## src/alm_lane_mapper_regs.svh

```systemverilog
// Register map, field layout and reset constants of the lane output mapper
`ifndef ALM_LANE_MAPPER_REGS_SVH
`define ALM_LANE_MAPPER_REGS_SVH
// ============================================================
// Overview of operation
// RULE1: Upper codes 0,2,4,6 route channels 8..5.
// RULE2: Odd upper codes send high byte, two-lane only.
// RULE3: Top code bit set powers the lane down.
// RULE4: Reset maps channel k to primary lane k.
// RULE5: One-lane default leaves secondary lanes without data.
// RULE6: Two-lane default splits channel k over pair k.
// RULE7: Select nibbles live at indexes 0x50 to 0x55.
// RULE8: Lower group codes pick channels 1..4 ascending.
// RULE9: Each channel group reaches only its own pairs.
// RULE10: Two-lane code in one-lane mode sends idle.
// ============================================================
// Widths of the data path
`define ALM_SAMPLE_W 14
`define ALM_BYTE_W 8
`define ALM_NUM_CH 8
`define ALM_NUM_LANES 16
`define ALM_SEL_W 4
`define ALM_UPPER_FIRST_LANE 8
`define ALM_FIFO_DEPTH 4
// ============================================================
// Bus geometry and register indexes (byte address is four times the index)
`define ALM_ADDR_W 12
`define ALM_IDX_W 10
`define ALM_IDX_SEL_FIRST 10'h050
`define ALM_IDX_SEL_LAST 10'h055
`define ALM_IDX_MODE 10'h056
`define ALM_IDX_STATUS 10'h057
`define ALM_FIELDS_PER_REG 3
`define ALM_RESP_OKAY 2'h0
`define ALM_RESP_SLVERR 2'h2
// ============================================================
// Field placement: entry (reg*3+nibble) holds a lane number, 8'h1F means no field
`define ALM_FIELD_LANE_MAP 144'h1F0E0F0C0D0A0B08091F0706050403020100
`define ALM_FIELD_ENTRY_W 8
`define ALM_FIELD_NONE_BIT 4
// Reset select codes in lane order, lane 0 in the low nibble
`define ALM_SEL_RESET 64'h1032547676543210
`define ALM_SEL_TOP_BIT 3
`define ALM_MODE_TWO_LANE_BIT 0
`define ALM_MODE_RESET 1'b0
// Status layout: lane power flags, then fifo level, then map-changed flag
`define ALM_STAT_LEVEL_LSB 16
`define ALM_STAT_TOUCHED_BIT 19
// Pattern driven on a lane whose code is illegal for one-lane mode
`define ALM_IDLE_WORD 14'h2AAA
`endif

```

## src/alm_pkg.sv

```systemverilog
// Shared data carriers of the lane output mapper
`include "alm_lane_mapper_regs.svh"
package alm_pkg;
    // One converter sample set, channel 1 at index 0
    typedef struct packed {
        logic [`ALM_NUM_CH-1:0][`ALM_SAMPLE_W-1:0] ch;
    } alm_sample_s;
    // Words and power state of all lanes; lane 2k is primary of pair k+1
    typedef struct packed {
        logic [`ALM_NUM_LANES-1:0][`ALM_SAMPLE_W-1:0] word;
        logic [`ALM_NUM_LANES-1:0] on;
    } alm_lanes_s;
    typedef logic [`ALM_SEL_W-1:0] alm_sel_t;
endpackage

```

## src/alm_lane_mapper.sv

```systemverilog
// Channel-to-lane crossbar with sample fifo and AXI4-Lite configuration port
//
// Our own choices: the AXI4-Lite interface to the registers and the register addresses.
`timescale 1ns/1ps
`include "alm_lane_mapper_regs.svh"

// ============================================================
// Sample fifo
module alm_fifo
    import alm_pkg::*;
#(
    parameter int WIDTH = 8,
    parameter int DEPTH = 4
)
(
    input wire logic sys_clk,
    input wire logic rstn,
    input wire logic [WIDTH-1:0] in_data,
    input wire logic in_valid,
    output logic in_ready,
    output logic [WIDTH-1:0] out_data,
    output logic out_valid,
    input wire logic out_ready,
    output logic [$clog2(DEPTH):0] level
);
    localparam int PW = $clog2(DEPTH);
    logic [WIDTH-1:0] mem [DEPTH];
    logic [PW-1:0] wr_ptr_r, wr_ptr_nxt, rd_ptr_r, rd_ptr_nxt;
    logic [PW:0] count_r, count_nxt;
    logic in_ready_r, in_ready_nxt, out_valid_r, out_valid_nxt;
    logic push, pop;

    // Flags are registered from the next count so both sides see flop outputs
    always_comb
    begin
        push = in_valid && in_ready_r;
        pop = out_valid_r && out_ready;
        wr_ptr_nxt = push ? PW'(wr_ptr_r + 1'b1) : wr_ptr_r;
        rd_ptr_nxt = pop ? PW'(rd_ptr_r + 1'b1) : rd_ptr_r;
        count_nxt = (PW+1)'(count_r + {{PW{1'b0}}, push} - {{PW{1'b0}}, pop});
        in_ready_nxt = count_nxt != (PW+1)'(DEPTH);
        out_valid_nxt = count_nxt != '0;
    end

    always_ff @(posedge sys_clk)
    begin
        if (!rstn)
        begin
            wr_ptr_r <= '0;
            rd_ptr_r <= '0;
            count_r <= '0;
            in_ready_r <= 1'b0;
            out_valid_r <= 1'b0;
        end
        else
        begin
            wr_ptr_r <= wr_ptr_nxt;
            rd_ptr_r <= rd_ptr_nxt;
            count_r <= count_nxt;
            in_ready_r <= in_ready_nxt;
            out_valid_r <= out_valid_nxt;
        end
    end

    // Storage has no reset; only written words are ever read
    always_ff @(posedge sys_clk)
    begin
        if (push)
            mem[wr_ptr_r] <= in_data;
    end

    assign in_ready = in_ready_r;
    assign out_valid = out_valid_r;
    assign out_data = mem[rd_ptr_r];
    assign level = count_r;
endmodule

// ============================================================
// Lane mapper top
module alm_lane_mapper
    import alm_pkg::*;
(
    input wire logic sys_clk,
    input wire logic rstn,
    input alm_sample_s s_sample,
    input wire logic s_valid,
    output logic s_ready,
    output alm_lanes_s lane_out,
    output logic lane_valid,
    input wire logic lane_ready,
    input wire logic [`ALM_ADDR_W-1:0] s_axi_awaddr,
    input wire logic s_axi_awvalid,
    output logic s_axi_awready,
    input wire logic [31:0] s_axi_wdata,
    input wire logic [3:0] s_axi_wstrb,
    input wire logic s_axi_wvalid,
    output logic s_axi_wready,
    output logic [1:0] s_axi_bresp,
    output logic s_axi_bvalid,
    input wire logic s_axi_bready,
    input wire logic [`ALM_ADDR_W-1:0] s_axi_araddr,
    input wire logic s_axi_arvalid,
    output logic s_axi_arready,
    output logic [31:0] s_axi_rdata,
    output logic [1:0] s_axi_rresp,
    output logic s_axi_rvalid,
    input wire logic s_axi_rready
);
    localparam int LW = $clog2(`ALM_FIFO_DEPTH) + 1;
    alm_sample_s fifo_data;
    logic fifo_valid, take;
    logic [LW-1:0] fifo_level;
    alm_sel_t [`ALM_NUM_LANES-1:0] sel_r, sel_nxt;
    logic two_lane_r, two_lane_nxt, touched_r, touched_nxt;
    logic [`ALM_NUM_LANES-1:0][`ALM_SAMPLE_W-1:0] map_word;
    logic [`ALM_NUM_LANES-1:0] map_on;
    alm_lanes_s lanes_r, lanes_nxt;
    logic out_valid_r, out_valid_nxt;
    logic aw_held_r, aw_held_nxt, w_held_r, w_held_nxt, awready_r, awready_nxt;
    logic wready_r, wready_nxt, bvalid_r, bvalid_nxt, do_write;
    logic [1:0] bresp_r, bresp_nxt, rresp_r, rresp_nxt;
    logic [`ALM_IDX_W-1:0] aw_idx_r, aw_idx_nxt;
    logic [31:0] w_data_r, w_data_nxt, rdata_r, rdata_nxt;
    logic [3:0] w_strb_r, w_strb_nxt;
    logic arready_r, arready_nxt, rvalid_r, rvalid_nxt, rd_take;

    // ============================================================
    // Input buffering; a stalled serializer backs up into s_ready
    alm_fifo #(.WIDTH($bits(alm_sample_s)), .DEPTH(`ALM_FIFO_DEPTH)) u_fifo (
        .sys_clk(sys_clk),
        .rstn(rstn),
        .in_data(s_sample),
        .in_valid(s_valid),
        .in_ready(s_ready),
        .out_data(fifo_data),
        .out_valid(fifo_valid),
        .out_ready(take),
        .level(fifo_level)
    );

    // ============================================================
    // Per-lane source selection
    for (genvar i = 0; i < `ALM_NUM_LANES; i++)
    begin : g_lane
        logic [2:0] chi;
        logic [`ALM_SAMPLE_W-1:0] src;
        // Upper group counts down from channel 8, so its index is mirrored
        always_comb
        begin
            if (i >= `ALM_UPPER_FIRST_LANE)
                chi = ~{1'b0, sel_r[i][2:1]}; // RULE1 RULE9
            else
                chi = {1'b0, sel_r[i][2:1]}; // RULE8 RULE9
            src = fifo_data.ch[chi];
            map_on[i] = !sel_r[i][`ALM_SEL_TOP_BIT]; // RULE3
            if (sel_r[i][`ALM_SEL_TOP_BIT])
                map_word[i] = '0; // RULE3
            else if (!two_lane_r && sel_r[i][0])
                map_word[i] = `ALM_IDLE_WORD; // RULE10 RULE5
            else if (two_lane_r && sel_r[i][0])
                map_word[i] = {{`ALM_BYTE_W{1'b0}}, src[`ALM_SAMPLE_W-1:`ALM_BYTE_W]}; // RULE2
            else if (two_lane_r)
                map_word[i] = {{(`ALM_SAMPLE_W-`ALM_BYTE_W){1'b0}},
                    src[`ALM_BYTE_W-1:0]}; // RULE1 RULE6
            else
                map_word[i] = src; // RULE1 RULE4
        end
    end

    // ============================================================
    // Output stage; a new sample set loads once the old one is taken
    always_comb
    begin
        take = fifo_valid && (!out_valid_r || lane_ready);
        out_valid_nxt = take || (out_valid_r && !lane_ready);
        lanes_nxt = lanes_r;
        if (take)
        begin
            lanes_nxt.word = map_word;
            lanes_nxt.on = map_on;
        end
    end

    always_ff @(posedge sys_clk)
    begin
        if (!rstn)
        begin
            out_valid_r <= 1'b0;
            lanes_r <= '0;
        end
        else
        begin
            out_valid_r <= out_valid_nxt;
            lanes_r <= lanes_nxt;
        end
    end

    // ============================================================
    // Write channel: address and data latch in either order
    always_comb
    begin
        do_write = aw_held_r && w_held_r && !bvalid_r;
        aw_held_nxt = aw_held_r ? !do_write : (s_axi_awvalid && awready_r);
        w_held_nxt = w_held_r ? !do_write : (s_axi_wvalid && wready_r);
        awready_nxt = !aw_held_nxt;
        wready_nxt = !w_held_nxt;
        aw_idx_nxt = (s_axi_awvalid && awready_r) ? s_axi_awaddr[`ALM_ADDR_W-1:2] : aw_idx_r;
        w_data_nxt = (s_axi_wvalid && wready_r) ? s_axi_wdata : w_data_r;
        w_strb_nxt = (s_axi_wvalid && wready_r) ? s_axi_wstrb : w_strb_r;
        bvalid_nxt = do_write || (bvalid_r && !s_axi_bready);
        bresp_nxt = bresp_r;
        if (do_write)
            bresp_nxt = (aw_idx_r >= `ALM_IDX_SEL_FIRST && aw_idx_r <= `ALM_IDX_STATUS)
                ? `ALM_RESP_OKAY : `ALM_RESP_SLVERR;
    end

    always_ff @(posedge sys_clk)
    begin
        if (!rstn)
        begin
            aw_held_r <= 1'b0;
            w_held_r <= 1'b0;
            awready_r <= 1'b0;
            wready_r <= 1'b0;
            aw_idx_r <= '0;
            w_data_r <= '0;
            w_strb_r <= '0;
            bvalid_r <= 1'b0;
            bresp_r <= `ALM_RESP_OKAY;
        end
        else
        begin
            aw_held_r <= aw_held_nxt;
            w_held_r <= w_held_nxt;
            awready_r <= awready_nxt;
            wready_r <= wready_nxt;
            aw_idx_r <= aw_idx_nxt;
            w_data_r <= w_data_nxt;
            w_strb_r <= w_strb_nxt;
            bvalid_r <= bvalid_nxt;
            bresp_r <= bresp_nxt;
        end
    end

    // ============================================================
    // Configuration: three nibble fields per select register, two in 0x52 and 0x55
    always_comb
    begin
        int e;
        logic [`ALM_FIELD_ENTRY_W-1:0] ln;
        e = 0;
        ln = '0;
        sel_nxt = sel_r;
        two_lane_nxt = two_lane_r;
        touched_nxt = touched_r;
        if (do_write && aw_idx_r >= `ALM_IDX_SEL_FIRST && aw_idx_r <= `ALM_IDX_SEL_LAST)
        begin
            touched_nxt = 1'b1;
            for (int n = 0; n < `ALM_FIELDS_PER_REG; n++)
            begin
                e = int'(aw_idx_r - `ALM_IDX_SEL_FIRST) * `ALM_FIELDS_PER_REG + n;
                ln = `ALM_FIELD_ENTRY_W'(`ALM_FIELD_LANE_MAP >> (e * `ALM_FIELD_ENTRY_W));
                if (!ln[`ALM_FIELD_NONE_BIT] && w_strb_r[n/2])
                    sel_nxt[ln[3:0]] = w_data_r[n*`ALM_SEL_W +: `ALM_SEL_W]; // RULE7
            end
        end
        if (do_write && aw_idx_r == `ALM_IDX_MODE && w_strb_r[0])
        begin
            two_lane_nxt = w_data_r[`ALM_MODE_TWO_LANE_BIT];
            touched_nxt = 1'b1;
        end
    end

    // Reset codes give channel k the primary lane of pair k
    always_ff @(posedge sys_clk)
    begin
        if (!rstn)
        begin
            sel_r <= `ALM_SEL_RESET; // RULE4 RULE6
            two_lane_r <= `ALM_MODE_RESET;
            touched_r <= 1'b0;
        end
        else
        begin
            sel_r <= sel_nxt;
            two_lane_r <= two_lane_nxt;
            touched_r <= touched_nxt;
        end
    end

    // ============================================================
    // Read channel: answer one cycle after the address is taken
    always_comb
    begin
        int e;
        logic [`ALM_FIELD_ENTRY_W-1:0] ln;
        logic [`ALM_IDX_W-1:0] ridx;
        e = 0;
        ln = '0;
        ridx = s_axi_araddr[`ALM_ADDR_W-1:2];
        rd_take = s_axi_arvalid && arready_r;
        rvalid_nxt = rd_take || (rvalid_r && !s_axi_rready);
        arready_nxt = !rvalid_nxt;
        rdata_nxt = rdata_r;
        rresp_nxt = rresp_r;
        if (rd_take)
        begin
            rdata_nxt = '0;
            rresp_nxt = `ALM_RESP_OKAY;
            if (ridx >= `ALM_IDX_SEL_FIRST && ridx <= `ALM_IDX_SEL_LAST)
            begin
                for (int n = 0; n < `ALM_FIELDS_PER_REG; n++)
                begin
                    e = int'(ridx - `ALM_IDX_SEL_FIRST) * `ALM_FIELDS_PER_REG + n;
                    ln = `ALM_FIELD_ENTRY_W'(`ALM_FIELD_LANE_MAP >> (e * `ALM_FIELD_ENTRY_W));
                    if (!ln[`ALM_FIELD_NONE_BIT])
                        rdata_nxt[n*`ALM_SEL_W +: `ALM_SEL_W] = sel_r[ln[3:0]];
                end
            end
            else if (ridx == `ALM_IDX_MODE)
                rdata_nxt[`ALM_MODE_TWO_LANE_BIT] = two_lane_r;
            else if (ridx == `ALM_IDX_STATUS)
            begin
                rdata_nxt[`ALM_NUM_LANES-1:0] = lanes_r.on;
                rdata_nxt[`ALM_STAT_LEVEL_LSB +: LW] = fifo_level;
                rdata_nxt[`ALM_STAT_TOUCHED_BIT] = touched_r;
            end
            else
                rresp_nxt = `ALM_RESP_SLVERR;
        end
    end

    always_ff @(posedge sys_clk)
    begin
        if (!rstn)
        begin
            arready_r <= 1'b0;
            rvalid_r <= 1'b0;
            rdata_r <= '0;
            rresp_r <= `ALM_RESP_OKAY;
        end
        else
        begin
            arready_r <= arready_nxt;
            rvalid_r <= rvalid_nxt;
            rdata_r <= rdata_nxt;
            rresp_r <= rresp_nxt;
        end
    end

    assign lane_out = lanes_r;
    assign lane_valid = out_valid_r;
    assign s_axi_awready = awready_r;
    assign s_axi_wready = wready_r;
    assign s_axi_bvalid = bvalid_r;
    assign s_axi_bresp = bresp_r;
    assign s_axi_arready = arready_r;
    assign s_axi_rvalid = rvalid_r;
    assign s_axi_rdata = rdata_r;
    assign s_axi_rresp = rresp_r;

    for (genvar i = 0; i < `ALM_NUM_LANES; i++)
    begin : g_chk

        if (i >= `ALM_UPPER_FIRST_LANE)
        begin : g_up

        end
        else
        begin : g_lo

        end
    end
endmodule

```

## config.mk

```make
export PLATFORM = sky130hd
export DESIGN_NAME = alm_lane_mapper
export DESIGN_NICKNAME = d
export VERILOG_FILES = /design/src/alm_pkg.sv /design/src/alm_lane_mapper.sv
export VERILOG_INCLUDE_DIRS = /design/src
export SDC_FILE = /design/constraint.sdc
export NUM_CORES = 1
export LEC_CHECK = 0
export BUFFER_PORTS_ARGS = -buffer_cell sky130_fd_sc_hd__buf_4
export CORE_UTILIZATION = 34
export CTS_CLUSTER_DIAMETER = 100
export DETAILED_ROUTE_END_ITERATION = 6
export PLACE_DENSITY = 0.6
export SLEW_MARGIN = 20
export SYNTH_ARGS = -nofsm -noshare
export SYNTH_HDL_FRONTEND = slang
export SYNTH_SLANG_ARGS = --single-unit
export TNS_END_PERCENT = 10
```

## constraint.sdc

```tcl
create_clock -name sys_clk -period 6.4 [get_ports sys_clk]
set_input_delay 0.96 -clock sys_clk [delete_from_list [all_inputs] [get_ports sys_clk]]
set_output_delay 0.96 -clock sys_clk [all_outputs]
set_load 0.1 [all_outputs]
```

==> results.cfg <==
[clocking]
clk_pin_slew_ns = 0.06
clock_sinks = 819
cts_resized = 0
clockBufferDepth = 3
clk_latency_ns = 0.73
cts_setup_buffers = 0
cts_buffers = 91
cts_tree = done
cts_hold_buf = 0
clockRootBuffer = clkbuf_16
cts_max_level = 3

[setup_path]
cp.arrival_ns = 6.22
r2r_end = sel_r[37]
cpMostUsedCell = ha_1
slowest_stage = nor4_1
path_class = reg -> reg
r2r_cells = 15
cp_max_fo = 16
r2r-start = aw_idx_r[4]
critPathLaunchType = flop
max_stage_delay_ns = 0.79
cp_data_required_time_ns = 6.97
worstPathCellList = inv_1 > ha_1 > nor2b_1 > nor4_1 > ha_1 > ha_1 > or4_1 > o32ai_1 > o211ai_1 > a2111o_1 > nor4_1 > mux2_2 > mux2_4 > a221oi_1 > o21ai_1
rrSetupSlack_ns = 0.75
cp-end-kind = flop

[flow_run]
cap_violations = 0

[timing]
finalSetupViolCount = 0
worst_pin_slew_ns = 1.23
fin_skew_ns = 0.0670
rsz0062_at_grt = false
min_period_ns = 5.65
finalCritPeriodShare_pct = 88.2
slew_violations = 0
final_hold_viol_count = 0
tns_ns = 0
slew_headroom_pct = 18.2
timing.fmax_ghz = 0.177
holdWs_ns = 0.429

[global_route]
grt_pass1_wl_um = 240000
grt_max_degree = 158
grt_pass1_vias = 33896
grt.total_usage_pct = 25.0
antenna_found_initial = 19
gr-total-overflow = 0

[status]
status = finished clean

[logic_synthesis]
synth_seq_cells = 819
synth_ff_type = edfxtp_1
yosysSeqAreaShare_pct = 47.5
synth.distinct_cells = 95
synth_edf_count = 448
synthTopCellsByCount = edfxtp_1, nor2_1, dfxtp_1
yosysTopAreaCellShare_pct = 30.6
synthCells = 3952
ys_warn_count = 0
synth_area_mm2 = 0.0440
async_reset_ff_share_pct = 0
synth_area_leader_cell = edfxtp_1
yosysMostFrequentCell = edfxtp_1
syn_avg_cell_area_um2 = 11.1
synth_area_leaders = edfxtp_1, dfxtp_1, mux4_2, mux2i_1, nor2_1

[detailed_routing]
drc = 0
ant_nets = 0
num_vias = 35653
drt_iter0_drc = 4392
drt_first_pass_iters = 6
post_drt_wl_per_cell_um = 27.8
via_per_inst = 5.91
routed_wl_um = 168000

[place]
gp_congestion = 0.937
dp_hpwl_um = 116000
place_area_mm2 = 0.0488
port_buffers = 423

[die]
core_mm2 = 0.128
die_x_um = 362
start_util_pct = 34.4
die_h_um = 362
fp.dieArea_mm2 = 0.131
row_count = 131
num_io_pins = 464

[worst_hold_path]
worstHoldStart = s_sample[39]
min_path_type = in -> reg
holdPathStages = 1
holdPathEnd = u_fifo.mem[3][39]

[pwr]
p_leak_nw = 18.7
vdd_drop_max_uv = 398
p_per_area_mw_per_mm2 = 440
fin_total_pwr_w = 0.0228

[final_layout]
drive_gt1_share_pct = 24.6
fin_area_mm2 = 0.0519
fin_nets = 4464
area_growth_pct = 18.0
routing by layer:
metal	GRT usage [%]	vias up	routed length, um
met5	0	-	113
met4	11.0	16	7550
met3	7.33	404	17400
met2	38.3	1966	75000
met1	32.6	17551	67600
li1	-	15716	-
critical path, delay by kind of cell (launching register included):
kind / cells / cell delay [ns]
and+or+nand+nor: 4 / 1.98
AOI/OAI and AO/OA: 5 / 1.46
adders and majority gates: 3 / 0.90
muxes: 2 / 0.68
DFF: 1 / 0.36
buffers and inverters: 1 / 0.14
kinds of logic after synthesis:
family / Yosys count / share of synthesized area [%]
xor gates and xnor gates: 54 / 1.07
and+or+nand+nor: 1082 / 11.3
buffers and inverters: 396 / 3.53
muxes: 551 / 20.5
adders and majority gates: 66 / 1.93
AOI/OAI and AO/OA: 983 / 14.2
DFF: 819 / 47.5
other: 1 / 0.00852
area by class of cell:
class                           instances  area (um^2)
Antenna cell                            9         22.5
Clock buffer                          123         2510
Clock inverter                         43          551
Fill cell                           12273        76100
Inverter                               40          158
Multi-Input combinational cell       2750        21700
Sequential cell                       819        20900
Tap cell                             1729         2160
Timing Repair Buffer                  515         3940
where the power goes:
part | internal [W] | switching, W | total (W)
Sequential | 0.00626 | 0.000517 | 0.00678
Combinational | 0.00312 | 0.00754 | 0.0107
Clock | 0.00309 | 0.00228 | 0.00537
layout by cell type (no fill, tap or decap), types with 20 or more instances in the layout:
master / netlist / layout
a211oi_1: 160 / 160
a21oi_1: 328 / 328
a221oi_1: 57 / 57
a22oi_1: 51 / 51
a31oi_1: 24 / 23
buf_4: 14 / 509
clkbuf_1: 306 / 22
clkbuf_16: 0 / 92
dfxtp_1: 371 / 364
edfxtp_1: 448 / 448
ha_1: 63 / 63
inv_1: 34 / 34
mux2_2: 89 / 89
mux2i_1: 187 / 187
mux4_2: 272 / 272
nand2_1: 262 / 261
nand3_1: 54 / 54
nor2_1: 439 / 439
nor2b_1: 25 / 25
nor3_1: 113 / 113
nor3b_1: 21 / 20
o211ai_1: 23 / 23
o21ai_0: 165 / 164
o22ai_1: 54 / 54
or3_1: 33 / 33
xnor2_1: 34 / 34
xor2_1: 20 / 20
state kept, by name (all words and copies together) (netlist names), 2 cells and up, named ones only:
| signal | cells |
|---|---|
| u_fifo.wr_ptr_r | 2 |
| aw_idx_r | 10 |
| sel_r | 48 |
| u_fifo.rd_ptr_r | 2 |
| w_data_r | 12 |
| w_strb_r | 2 |
| lane_out | 240 |
| u_fifo.level | 3 |
| u_fifo.mem | 448 |
| g_lane.chi | 16 |
| s_axi_rdata | 20 |
worst max-delay path by stage:
| stage | start | endpoint | cells past startpoint | slack [ns] |
|---|---|---|---|---|
| after CTS | aw_idx_r[4] | sel_r[38] | 15 | 0.71 |
| after floorplan | s_axi_araddr[6] | s_axi_rdata[7] | 19 | 1.15 |
| final | aw_idx_r[4] | sel_r[37] | 15 | 0.75 |
| after global routing | aw_idx_r[4] | sel_r[38] | 15 | 0.27 |
| after global placement | s_axi_araddr[6] | s_axi_rdata[6] | 20 | 0.27 |
| after detailed placement | s_axi_araddr[6] | s_axi_rdata[6] | 20 | 0.32 |
stage by stage:
stage	cells	utilization, %	worst slack, ns
detailed placement	5853	38.1	0.319
CTS	6019	40.5	0.712
floorplan	3965	-	1.15
global placement	5853	38.1	0.274
global route	6025	40.5	0.273
finish	6028	40.5	0.752
(Power assumes the default switching activity.)
